[src/design/bsr_pkg.sv]
// bsr_pkg: constants and carriers for the barometric sensor register map
// assumes a byte-wide register access port driven by the serial front end
package bsr_pkg;
   localparam int unsigned ADDR_W = 7;
   localparam int unsigned DATA_W = 8;

   localparam logic [6:0] ADDR_REF_LOW    = 7'h08;
   localparam logic [6:0] ADDR_REF_MID    = 7'h09;
   localparam logic [6:0] ADDR_REF_HIGH   = 7'h0A;
   localparam logic [6:0] ADDR_DEV_ID     = 7'h0F;
   localparam logic [6:0] ADDR_AVG_CFG    = 7'h10;
   localparam logic [6:0] ADDR_CTRL_FIRST = 7'h20;
   localparam logic [6:0] ADDR_CTRL_SEC   = 7'h21;
   localparam logic [6:0] ADDR_INT_PIN    = 7'h22;
   localparam logic [6:0] ADDR_INT_CFG    = 7'h23;
   localparam logic [6:0] ADDR_INT_SRC    = 7'h24;
   localparam logic [6:0] ADDR_THS_LOW    = 7'h25;
   localparam logic [6:0] ADDR_THS_HIGH   = 7'h26;
   localparam logic [6:0] ADDR_STATUS     = 7'h27;
   localparam logic [6:0] ADDR_P_OUT_LOW  = 7'h28;
   localparam logic [6:0] ADDR_P_OUT_MID  = 7'h29;
   localparam logic [6:0] ADDR_P_OUT_HIGH = 7'h2A;
   localparam logic [6:0] ADDR_T_OUT_LOW  = 7'h2B;
   localparam logic [6:0] ADDR_T_OUT_HIGH = 7'h2C;
   localparam logic [6:0] ADDR_AMPLIFIER_CONTROL   = 7'h30;

   localparam logic [7:0] RST_REF      = 8'h00;
   localparam logic [7:0] RST_AVG_CFG  = 8'h7A;
   localparam logic [7:0] RST_CTRL     = 8'h00;
   localparam logic [7:0] RST_AMPLIFIER_CONTROL = 8'h00;

   // field positions in averaging_config
   localparam int unsigned AVG_P_LSB = 0;
   localparam int unsigned AVG_T_LSB = 4;
   localparam logic [3:0]  AVG_P_MAX = 4'hA;

   // averaged sample counts for the two odd pressure codes
   localparam logic [9:0]  AVG_P_384 = 10'h180;
   localparam logic [9:0]  AVG_P_512 = 10'h200;
   localparam logic [3:0]  AVG_P_384_CODE = 4'h9;

   typedef struct packed {
      logic       wr;
      logic       rd;
      logic [6:0] addr;
      logic [7:0] wdata;
   } bsr_acc_s;

   typedef struct packed {
      logic        valid;
      logic [23:0] pressure;
      logic [15:0] temperature;
   } bsr_sample_s;
endpackage : bsr_pkg

[src/design/bsr_avg_decode.sv]
// bsr_avg_decode: turns the averaging codes into sample counts
// assumes codes come straight from averaging_config
`timescale 1ns/10ps
module bsr_avg_decode
   import bsr_pkg::*;
(
   // codes
   input  wire logic [3:0] p_code,
   input  wire logic [2:0] t_code,
   // counts
   output logic      [9:0] p_count,
   output logic      [7:0] t_count
);
   function automatic logic [9:0] p_decode(input logic [3:0] c);
      logic [9:0] v;
      v = 10'h000;
      if (c <= 4'h8)
         v = 10'(10'h001 << c);
      else if (c == AVG_P_384_CODE)
         v = AVG_P_384;
      else
         v = AVG_P_512;                           // codes above 1010 saturate
      return v;
   endfunction : p_decode

   assign p_count = p_decode(p_code);
   assign t_count = 8'(8'h01 << t_code);
endmodule : bsr_avg_decode

[src/design/bsr_ref_adder.sv]
// bsr_ref_adder: adds the signed reference to the raw pressure
// assumes raw pressure is a 24-bit two's complement value
`timescale 1ns/10ps
module bsr_ref_adder
   import bsr_pkg::*;
(
   // operands
   input  wire logic [23:0] raw_pressure,
   input  wire logic [23:0] reference,
   // result
   output logic      [23:0] sum_pressure
);
   // wraps modulo 2^24, no saturation is specified
   assign sum_pressure = 24'($signed(raw_pressure) + $signed(reference));
endmodule : bsr_ref_adder

[src/design/bsr_regmap.sv]
// bsr_regmap: register bank of the barometric sensor
// assumes a serial front end presents one byte access per cycle,
// with the auto-increment flag and start address of each transfer
`timescale 1ns/10ps
// Notes on behaviour
// - registers are 8 bits wide and addressed by a 7-bit address.
// - the reference pressure lives at 08h, 09h, 0Ah and clears to 00h.
// - the three reference bytes form one signed 24-bit value, 0Ah on top.
// - the signed reference is added to the sensed pressure for output.
// - factory calibration is reloaded on every power-up.
// - averaging_config resets to 7Ah; bit 7 spare, 6:4 temp, 3:0 press.
// - pressure codes 0 to 8 double from 1 to 256, 9 gives 384, 10 gives 512.
// - temperature codes 0 to 7 double from 1 to 128.
// - pressure reads at 28h-2Ah and temperature at 2Bh-2Ch.
// - a set top sub-address bit asks for address auto-increment.
// - with the increment flag the address steps per byte, else it stays.
module bsr_regmap
   import bsr_pkg::*;
#(
   parameter logic [7:0] DEVICE_ID = 8'h5A  // arbitrary identifier value
)
(
   // clock and reset
   input  wire logic        REF_CLK,
   input  wire logic        RST,
   // transfer framing from the serial front end
   input  wire logic        XFER_START,
   input  wire logic [6:0]  XFER_ADDR,
   input  wire logic        XFER_AUTO_INC,
   // byte access within a transfer
   input  wire logic        BYTE_WR,
   input  wire logic        BYTE_RD,
   input  wire logic [7:0]  BYTE_WDATA,
   output logic      [7:0]  BYTE_RDATA,
   output logic      [6:0]  CUR_ADDR,
   // calibration load at power-up
   input  wire logic [7:0]  CAL_AMP_VALUE,
   // samples from the conversion core
   input  wire bsr_sample_s SAMPLE,
   // configuration toward the conversion core
   output logic      [9:0]  PRESS_AVG_COUNT,
   output logic      [7:0]  TEMP_AVG_COUNT,
   output logic      [23:0] REFERENCE_VALUE,
   output logic      [7:0]  CTRL_FIRST,
   output logic      [7:0]  CTRL_SECOND
);
   // the decode and the byte lanes are built for this exact geometry
   if (ADDR_W != 7 || DATA_W != 8)
      $error("register geometry not supported");

   ////////////////////////////////////////////////////////////////////////
   // storage
   logic [7:0]  ref_low_r,  ref_mid_r,  ref_high_r;
   logic [7:0]  avg_cfg_r;
   logic [7:0]  ctrl1_r, ctrl2_r, ctrl3_r, int_cfg_r;
   logic [7:0]  ths_low_r, ths_high_r;
   logic [7:0]  amp_r;
   logic        cal_loaded_r;
   logic [23:0] p_out_r;
   logic [15:0] t_out_r;
   logic        p_new_r, t_new_r;
   logic [6:0]  addr_r, addr_nxt;
   logic [7:0]  rdata_r, rdata_nxt;

   ////////////////////////////////////////////////////////////////////////
   // address sequencing
   wire logic [6:0] acc_addr = XFER_START ? XFER_ADDR : addr_r;
   wire logic       acc     = BYTE_WR | BYTE_RD;
   logic            inc_r;

   always_comb
   begin
      addr_nxt = addr_r;
      if (XFER_START)
         addr_nxt = XFER_ADDR;
      if (acc && (XFER_START ? XFER_AUTO_INC : inc_r))
         addr_nxt = 7'(acc_addr + 7'h01);
   end

   always_ff @(posedge REF_CLK)
   begin
      if (RST)
      begin
         addr_r <= 7'h00;
         inc_r  <= 1'b0;
      end
      else
      begin
         addr_r <= addr_nxt;
         if (XFER_START)
            inc_r <= XFER_AUTO_INC;
      end
   end

   ////////////////////////////////////////////////////////////////////////
   // write decode; reserved and read-only targets are dropped
   wire logic wr_ref_low  = BYTE_WR && acc_addr == ADDR_REF_LOW;
   wire logic wr_ref_mid  = BYTE_WR && acc_addr == ADDR_REF_MID;
   wire logic wr_ref_high = BYTE_WR && acc_addr == ADDR_REF_HIGH;
   wire logic wr_avg      = BYTE_WR && acc_addr == ADDR_AVG_CFG;
   wire logic wr_ctrl1    = BYTE_WR && acc_addr == ADDR_CTRL_FIRST;
   wire logic wr_ctrl2    = BYTE_WR && acc_addr == ADDR_CTRL_SEC;
   wire logic wr_ctrl3    = BYTE_WR && acc_addr == ADDR_INT_PIN;
   wire logic wr_int_cfg  = BYTE_WR && acc_addr == ADDR_INT_CFG;
   wire logic wr_ths_low  = BYTE_WR && acc_addr == ADDR_THS_LOW;
   wire logic wr_ths_high = BYTE_WR && acc_addr == ADDR_THS_HIGH;
   wire logic wr_amp      = BYTE_WR && acc_addr == ADDR_AMPLIFIER_CONTROL;

   always_ff @(posedge REF_CLK)
   begin
      if (RST)
      begin
         ref_low_r  <= RST_REF;
         ref_mid_r  <= RST_REF;
         ref_high_r <= RST_REF;
         avg_cfg_r  <= RST_AVG_CFG;
         ctrl1_r    <= RST_CTRL;
         ctrl2_r    <= RST_CTRL;
         ctrl3_r    <= RST_CTRL;
         int_cfg_r  <= RST_CTRL;
         ths_low_r  <= RST_CTRL;
         ths_high_r <= RST_CTRL;
      end
      else
      begin
         if (wr_ref_low)  ref_low_r  <= BYTE_WDATA;
         if (wr_ref_mid)  ref_mid_r  <= BYTE_WDATA;
         if (wr_ref_high) ref_high_r <= BYTE_WDATA;
         if (wr_avg)      avg_cfg_r  <= BYTE_WDATA;
         if (wr_ctrl1)    ctrl1_r    <= BYTE_WDATA;
         if (wr_ctrl2)    ctrl2_r    <= BYTE_WDATA;
         if (wr_ctrl3)    ctrl3_r    <= BYTE_WDATA;
         if (wr_int_cfg)  int_cfg_r  <= BYTE_WDATA;
         if (wr_ths_low)  ths_low_r  <= BYTE_WDATA;
         if (wr_ths_high) ths_high_r <= BYTE_WDATA;
      end
   end

   ////////////////////////////////////////////////////////////////////////
   // calibration: trim value captured on the first cycle after reset,
   // so every power-up restores the factory content
   always_ff @(posedge REF_CLK)
   begin
      if (RST)
      begin
         cal_loaded_r <= 1'b0;
         amp_r        <= RST_AMPLIFIER_CONTROL;
      end
      else if (!cal_loaded_r)
      begin
         cal_loaded_r <= 1'b1;
         amp_r        <= CAL_AMP_VALUE;
      end
      else if (wr_amp)
         amp_r <= BYTE_WDATA;
   end

   ////////////////////////////////////////////////////////////////////////
   // output data path
   wire logic [23:0] ref_value = {ref_high_r, ref_mid_r, ref_low_r};
   logic      [23:0] sum_pressure;

   bsr_ref_adder u_adder
   (
      .raw_pressure (SAMPLE.pressure),
      .reference    (ref_value),
      .sum_pressure (sum_pressure)
   );

   bsr_avg_decode u_avg
   (
      .p_code  (avg_cfg_r[AVG_P_LSB +: 4]),
      .t_code  (avg_cfg_r[AVG_T_LSB +: 3]),
      .p_count (PRESS_AVG_COUNT),
      .t_count (TEMP_AVG_COUNT)
   );

   // sample registers ignore host writes entirely
   always_ff @(posedge REF_CLK)
   begin
      if (RST)
      begin
         p_out_r <= 24'h000000;
         t_out_r <= 16'h0000;
         p_new_r <= 1'b0;
         t_new_r <= 1'b0;
      end
      else
      begin
         if (SAMPLE.valid)
         begin
            p_out_r <= sum_pressure;
            t_out_r <= SAMPLE.temperature;
         end
         // set wins over the read-clear
         p_new_r <= SAMPLE.valid
                    | (p_new_r & ~(BYTE_RD && acc_addr == ADDR_P_OUT_HIGH));
         t_new_r <= SAMPLE.valid
                    | (t_new_r & ~(BYTE_RD && acc_addr == ADDR_T_OUT_HIGH));
      end
   end

   ////////////////////////////////////////////////////////////////////////
   // read mux; unmapped and reserved addresses read 00h
   always_comb
   begin
      case (acc_addr)
         ADDR_REF_LOW:    rdata_nxt = ref_low_r;
         ADDR_REF_MID:    rdata_nxt = ref_mid_r;
         ADDR_REF_HIGH:   rdata_nxt = ref_high_r;
         ADDR_DEV_ID:     rdata_nxt = DEVICE_ID;
         ADDR_AVG_CFG:    rdata_nxt = avg_cfg_r;
         ADDR_CTRL_FIRST: rdata_nxt = ctrl1_r;
         ADDR_CTRL_SEC:   rdata_nxt = ctrl2_r;
         ADDR_INT_PIN:    rdata_nxt = ctrl3_r;
         ADDR_INT_CFG:    rdata_nxt = int_cfg_r;
         ADDR_INT_SRC:    rdata_nxt = 8'h00;
         ADDR_THS_LOW:    rdata_nxt = ths_low_r;
         ADDR_THS_HIGH:   rdata_nxt = ths_high_r;
         ADDR_STATUS:     rdata_nxt = {6'h00, p_new_r, t_new_r};
         ADDR_P_OUT_LOW:  rdata_nxt = p_out_r[7:0];
         ADDR_P_OUT_MID:  rdata_nxt = p_out_r[15:8];
         ADDR_P_OUT_HIGH: rdata_nxt = p_out_r[23:16];
         ADDR_T_OUT_LOW:  rdata_nxt = t_out_r[7:0];
         ADDR_T_OUT_HIGH: rdata_nxt = t_out_r[15:8];
         ADDR_AMPLIFIER_CONTROL:   rdata_nxt = amp_r;
         default:         rdata_nxt = 8'h00;
      endcase
   end

   always_ff @(posedge REF_CLK)
   begin
      if (RST)
         rdata_r <= 8'h00;
      else if (BYTE_RD)
         rdata_r <= rdata_nxt;
   end

   assign BYTE_RDATA      = rdata_r;
   assign CUR_ADDR        = addr_r;
   assign REFERENCE_VALUE = ref_value;
   assign CTRL_FIRST      = ctrl1_r;
   assign CTRL_SECOND     = ctrl2_r;
endmodule : bsr_regmap

[config.mk]
export PLATFORM = sky130hd
export DESIGN_NAME = bsr_regmap
export DESIGN_NICKNAME = d
export VERILOG_FILES = /design/src/design/bsr_pkg.sv /design/src/design/bsr_avg_decode.sv /design/src/design/bsr_ref_adder.sv /design/src/design/bsr_regmap.sv
export SDC_FILE = /design/constraint.sdc
export NUM_CORES = 1
export LEC_CHECK = 0
export BUFFER_PORTS_ARGS = -buffer_cell sky130_fd_sc_hd__buf_2
export CORE_MARGIN = 5
export CORE_UTILIZATION = 51
export DETAILED_ROUTE_END_ITERATION = 12
export HOLD_SLACK_MARGIN = 0.03
export PLACE_DENSITY_LB_ADDON = 0.25
export SETUP_SLACK_MARGIN = 0.05
export SLEW_MARGIN = 20
export SYNTH_ARGS = -nofsm -noshare
export SYNTH_HDL_FRONTEND = slang
export SYNTH_SLANG_ARGS = --single-unit
export TNS_END_PERCENT = 1
[constraint.sdc]
create_clock -name REF_CLK -period 2.96 [get_ports REF_CLK]
set_input_delay 0.296 -clock REF_CLK [delete_from_list [all_inputs] [get_ports REF_CLK]]
set_output_delay 0.296 -clock REF_CLK [all_outputs]
set_load 0.01 [all_outputs]
==> results.toml <==
[power_and_ir_drop]
leakage_nw = 3.97
combinationalPowerShare_pct = 10.8
cellPowerDensity_mw_per_mm2 = 495
switching_share_pct = 25.6
seq_power_share_pct = 44.8
vdd_drop_max_mv = 0.437
p_int_mw = 3.49
netSwitchingPower_mw = 1.20
p_clk_share_pct = 44.5

[min_path]
min_from = "SAMPLE[0]"
min_delay_path_depth = 3
hold-path-endpoint = "t_out_r[0]"
hold_class = "in2reg"

[final_layout]
finalNetCount = 1211
fillers = 1417
final_common_cell = "dfxtp_1"
drive_gt1_share_pct = 19.8
area_delta_synth_final_pct = 18.5
largest_reg_flops = 24
largestRegisters = "p_out_r: 24 flops, t_out_r: 16 flops"
final_util_pct = 61.8
multi_input_area_mm2 = 0.00468
final_cell_mix = "dfxtp_1, nand2_1, buf_2"
regMostFlops = "p_out_r"
regArea_mm2 = 0.00294
n_antenna_cell = 0

[logic_synthesis]
synth-xor-area-share_pct = 1.97
synth_top_area_cell = "dfxtp_1"
ys_ff_latch = 147
synth_top_cell_area_share_pct = 36.8
synthAdderAreaFrac_pct = 4.48
syn_area_mm2 = 0.00799
synth_compound_area_share_pct = 22.6
synth_edf_count = 0
synth.area.top_cells = "dfxtp_1, nand2_1, a21oi_1"
synth_fp_nets = 1095
avgSynthCellArea_um2 = 8.02
synth_top_family_by_area = "simple AND/OR/NAND/NOR gates"
synthSimpleGateAreaFrac_pct = 24.6
ys_types = 73
postSynthCellCount = 997
async_flop_share_pct = 0
synthMuxAreaShare_pct = 4.77
synthFlopType = "dfxtp_1"
yosysWarnings = 0
synth_seq_area_share_pct = 36.8

[sta]
slew_headroom_pct = 53.6
min_period_ns = 2.69
tightest_slew_ns = 0.695
hold_viol_final = 0
fmax_mhz = 372
rsz0062_at_grt = "no"
final.period_utilization_pct = 90.8
final_max_slew_viol_count = 0
finalClockSkew_ns = 0.00615
setup_viol = 0
fin_tns_setup_ns = 0

[critical_path]
start_kind = "flip-flop"
r2r-end = "p_out_r[22]"
critPathLaunch = "ref_low_r[0]"
r2r_start = "ref_low_r[0]"
path_class = "reg2reg"
reg2regPathDepth = 9
r2r_slack_ns = 0.27
worstSetupEndpointType = "flip-flop"
cp_data_required_time_ns = 3.28
cp_max_fo = 5
cp_slowest_cell = "fa_1"
slowest_delay_ns = 0.45
critPathTopFamily = "compound AO/OA/AOI/OAI gates"
path_buf_inv = 0
arrival_ns = 3.01
cp_cell_sequence = "ha_1 > fa_1 > a211oi_2 > o211ai_1 > nand2_1 > o31a_1 > o31ai_1 > o2111a_1 > a311o_1"

[clock_network]
cts_max_level = 4
path_clk_slew_ns = 0.06
cts_tree = "yes"
cts_sinks = 147
cts_made_buffers = 17
cts_root_buf = "clkbuf_16"
clk_latency_ns = 0.43
clk_path_buf_depth = 2

[floorplanning]
core_mm2 = 0.0153
die_w_um = 135
dieArea_mm2 = 0.0183
start_util_pct = 52.2
die_h_um = 135
io_pins = 143
fp-row-count = 45

[drt]
vias = 8304
routed_wl_um = 27800
routed_via_density = 6.21
drc = 0
drtAntennaViolNets = 0
dr.first_iter.drc_count = 925
wl_per_cell_um = 20.8
dr.pass1.iters = 5

[flow_run]
cap_viol_max_count = 0

[global_routing]
grt_pass1_wl_um = 42100
grt_overflow = 0
antenna_found_initial = 0
grt_max_degree = 146
gr-usage-all-layers_pct = 29.5
grt_pass1_vias = 7467

[status]
status = "finished clean"

[placed_design]
hpwl_um = 20000
place_congestion = 0.962
portBuffers = 142
## how the worst max path moves through the flow
stage                                to  slack, ns  cells past startpoint
final                       p_out_r[22]       0.27                      9
after global routing        p_out_r[17]       0.08                      8
after CTS                   p_out_r[16]       0.07                      9
after detailed placement    p_out_r[16]       0.03                     10
after global placement      p_out_r[16]       0.15                     10
after floorplan           BYTE_RDATA[0]       0.06                     13
## final cells by class
| cell class | count | share of cell area, % |
|---|---|---|
| inverters | 15 | 0.594 |
| repair buffers | 171 | 10.1 |
| clock buffers | 24 | 5.30 |
| multi-input cells | 761 | 49.4 |
| flip-flops and latches | 147 | 31.1 |
| clock inverters | 8 | 0.793 |
| well taps | 211 | 2.79 |
## routing by layer
| metal | up-vias | part of all wire, % | track usage (%) |
|---|---|---|---|
| met5 | - | 0 | 0 |
| met4 | 0 | 3.3 | 11.7 |
| met3 | 71 | 10 | 6.43 |
| met2 | 449 | 44 | 44.3 |
| met1 | 3899 | 42 | 41.3 |
| li1 | 3885 | - | - |
## repair_timing
action	in CTS	in global routing
resized for setup	0	4
buffers inserted	0	0
setup endpoints to repair	0	3
hold buffers	0	0
## power by group through the flow
stage | Combinational (mW) | Clock, mW | Sequential (mW)
3_5_place_dp | 0.491 | 0 | 2.14
6_report | 0.504 | 2.09 | 2.10
2_1_floorplan | 0.325 | 0 | 2.11
3_3_place_gp | 0.487 | 0 | 2.14
5_1_grt | 0.546 | 2.20 | 2.10
4_1_cts | 0.494 | 2.09 | 2.10
## Yosys cell counts (4+ instances only)
cell,instances
clkbuf_1,49
and4_1,6
nand4_1,10
a22oi_1,43
inv_1,13
a31oi_1,9
nor4_1,4
a21oi_1,99
xnor2_1,13
mux2i_1,37
nor2_1,72
buf_2,18
a22o_1,7
a221oi_1,11
and2_1,8
nor3_1,17
and3_1,15
xor2_1,5
a211oi_1,19
nor2b_1,4
nand2_1,142
o211ai_1,4
ha_1,27
a21o_1,9
nand2b_1,6
o21ai_0,22
o32ai_1,4
nand3_1,95
a2bb2oi_1,4
dfxtp_1,147
## worst min-delay path, cell delays in order
cell and delay, ns:
buf_2 0.08, mux2i_1 0.06, nor2_1 0.07
## through the flow
stage	instances	cell area [um2]	total power, mW	worst slack (ns)	hold WS [ns]
6_report	1337	9470	4.69	0.272	0.106
5_1_grt	1337	9470	4.84	0.0753	0.111
4_1_cts	1337	9460	4.68	0.0655	0.0966
3_5_place_dp	1305	8880	2.63	0.0292	0.446
3_3_place_gp	1305	8880	2.63	0.150	0.442
2_1_floorplan	997	7990	2.44	0.0557	0.414
## cells by family (layout without fill, tap and decap cells)
family          count (synthesis)  count (layout)
buf+inv                        89             218
compound gates                269             269
flops                         147             147
fa+ha+maj                      28              28
simple gates                  408             408
xor+xnor                       18              18
mux                            38              38
Note: power is estimated with default switching activity, not from simulation.
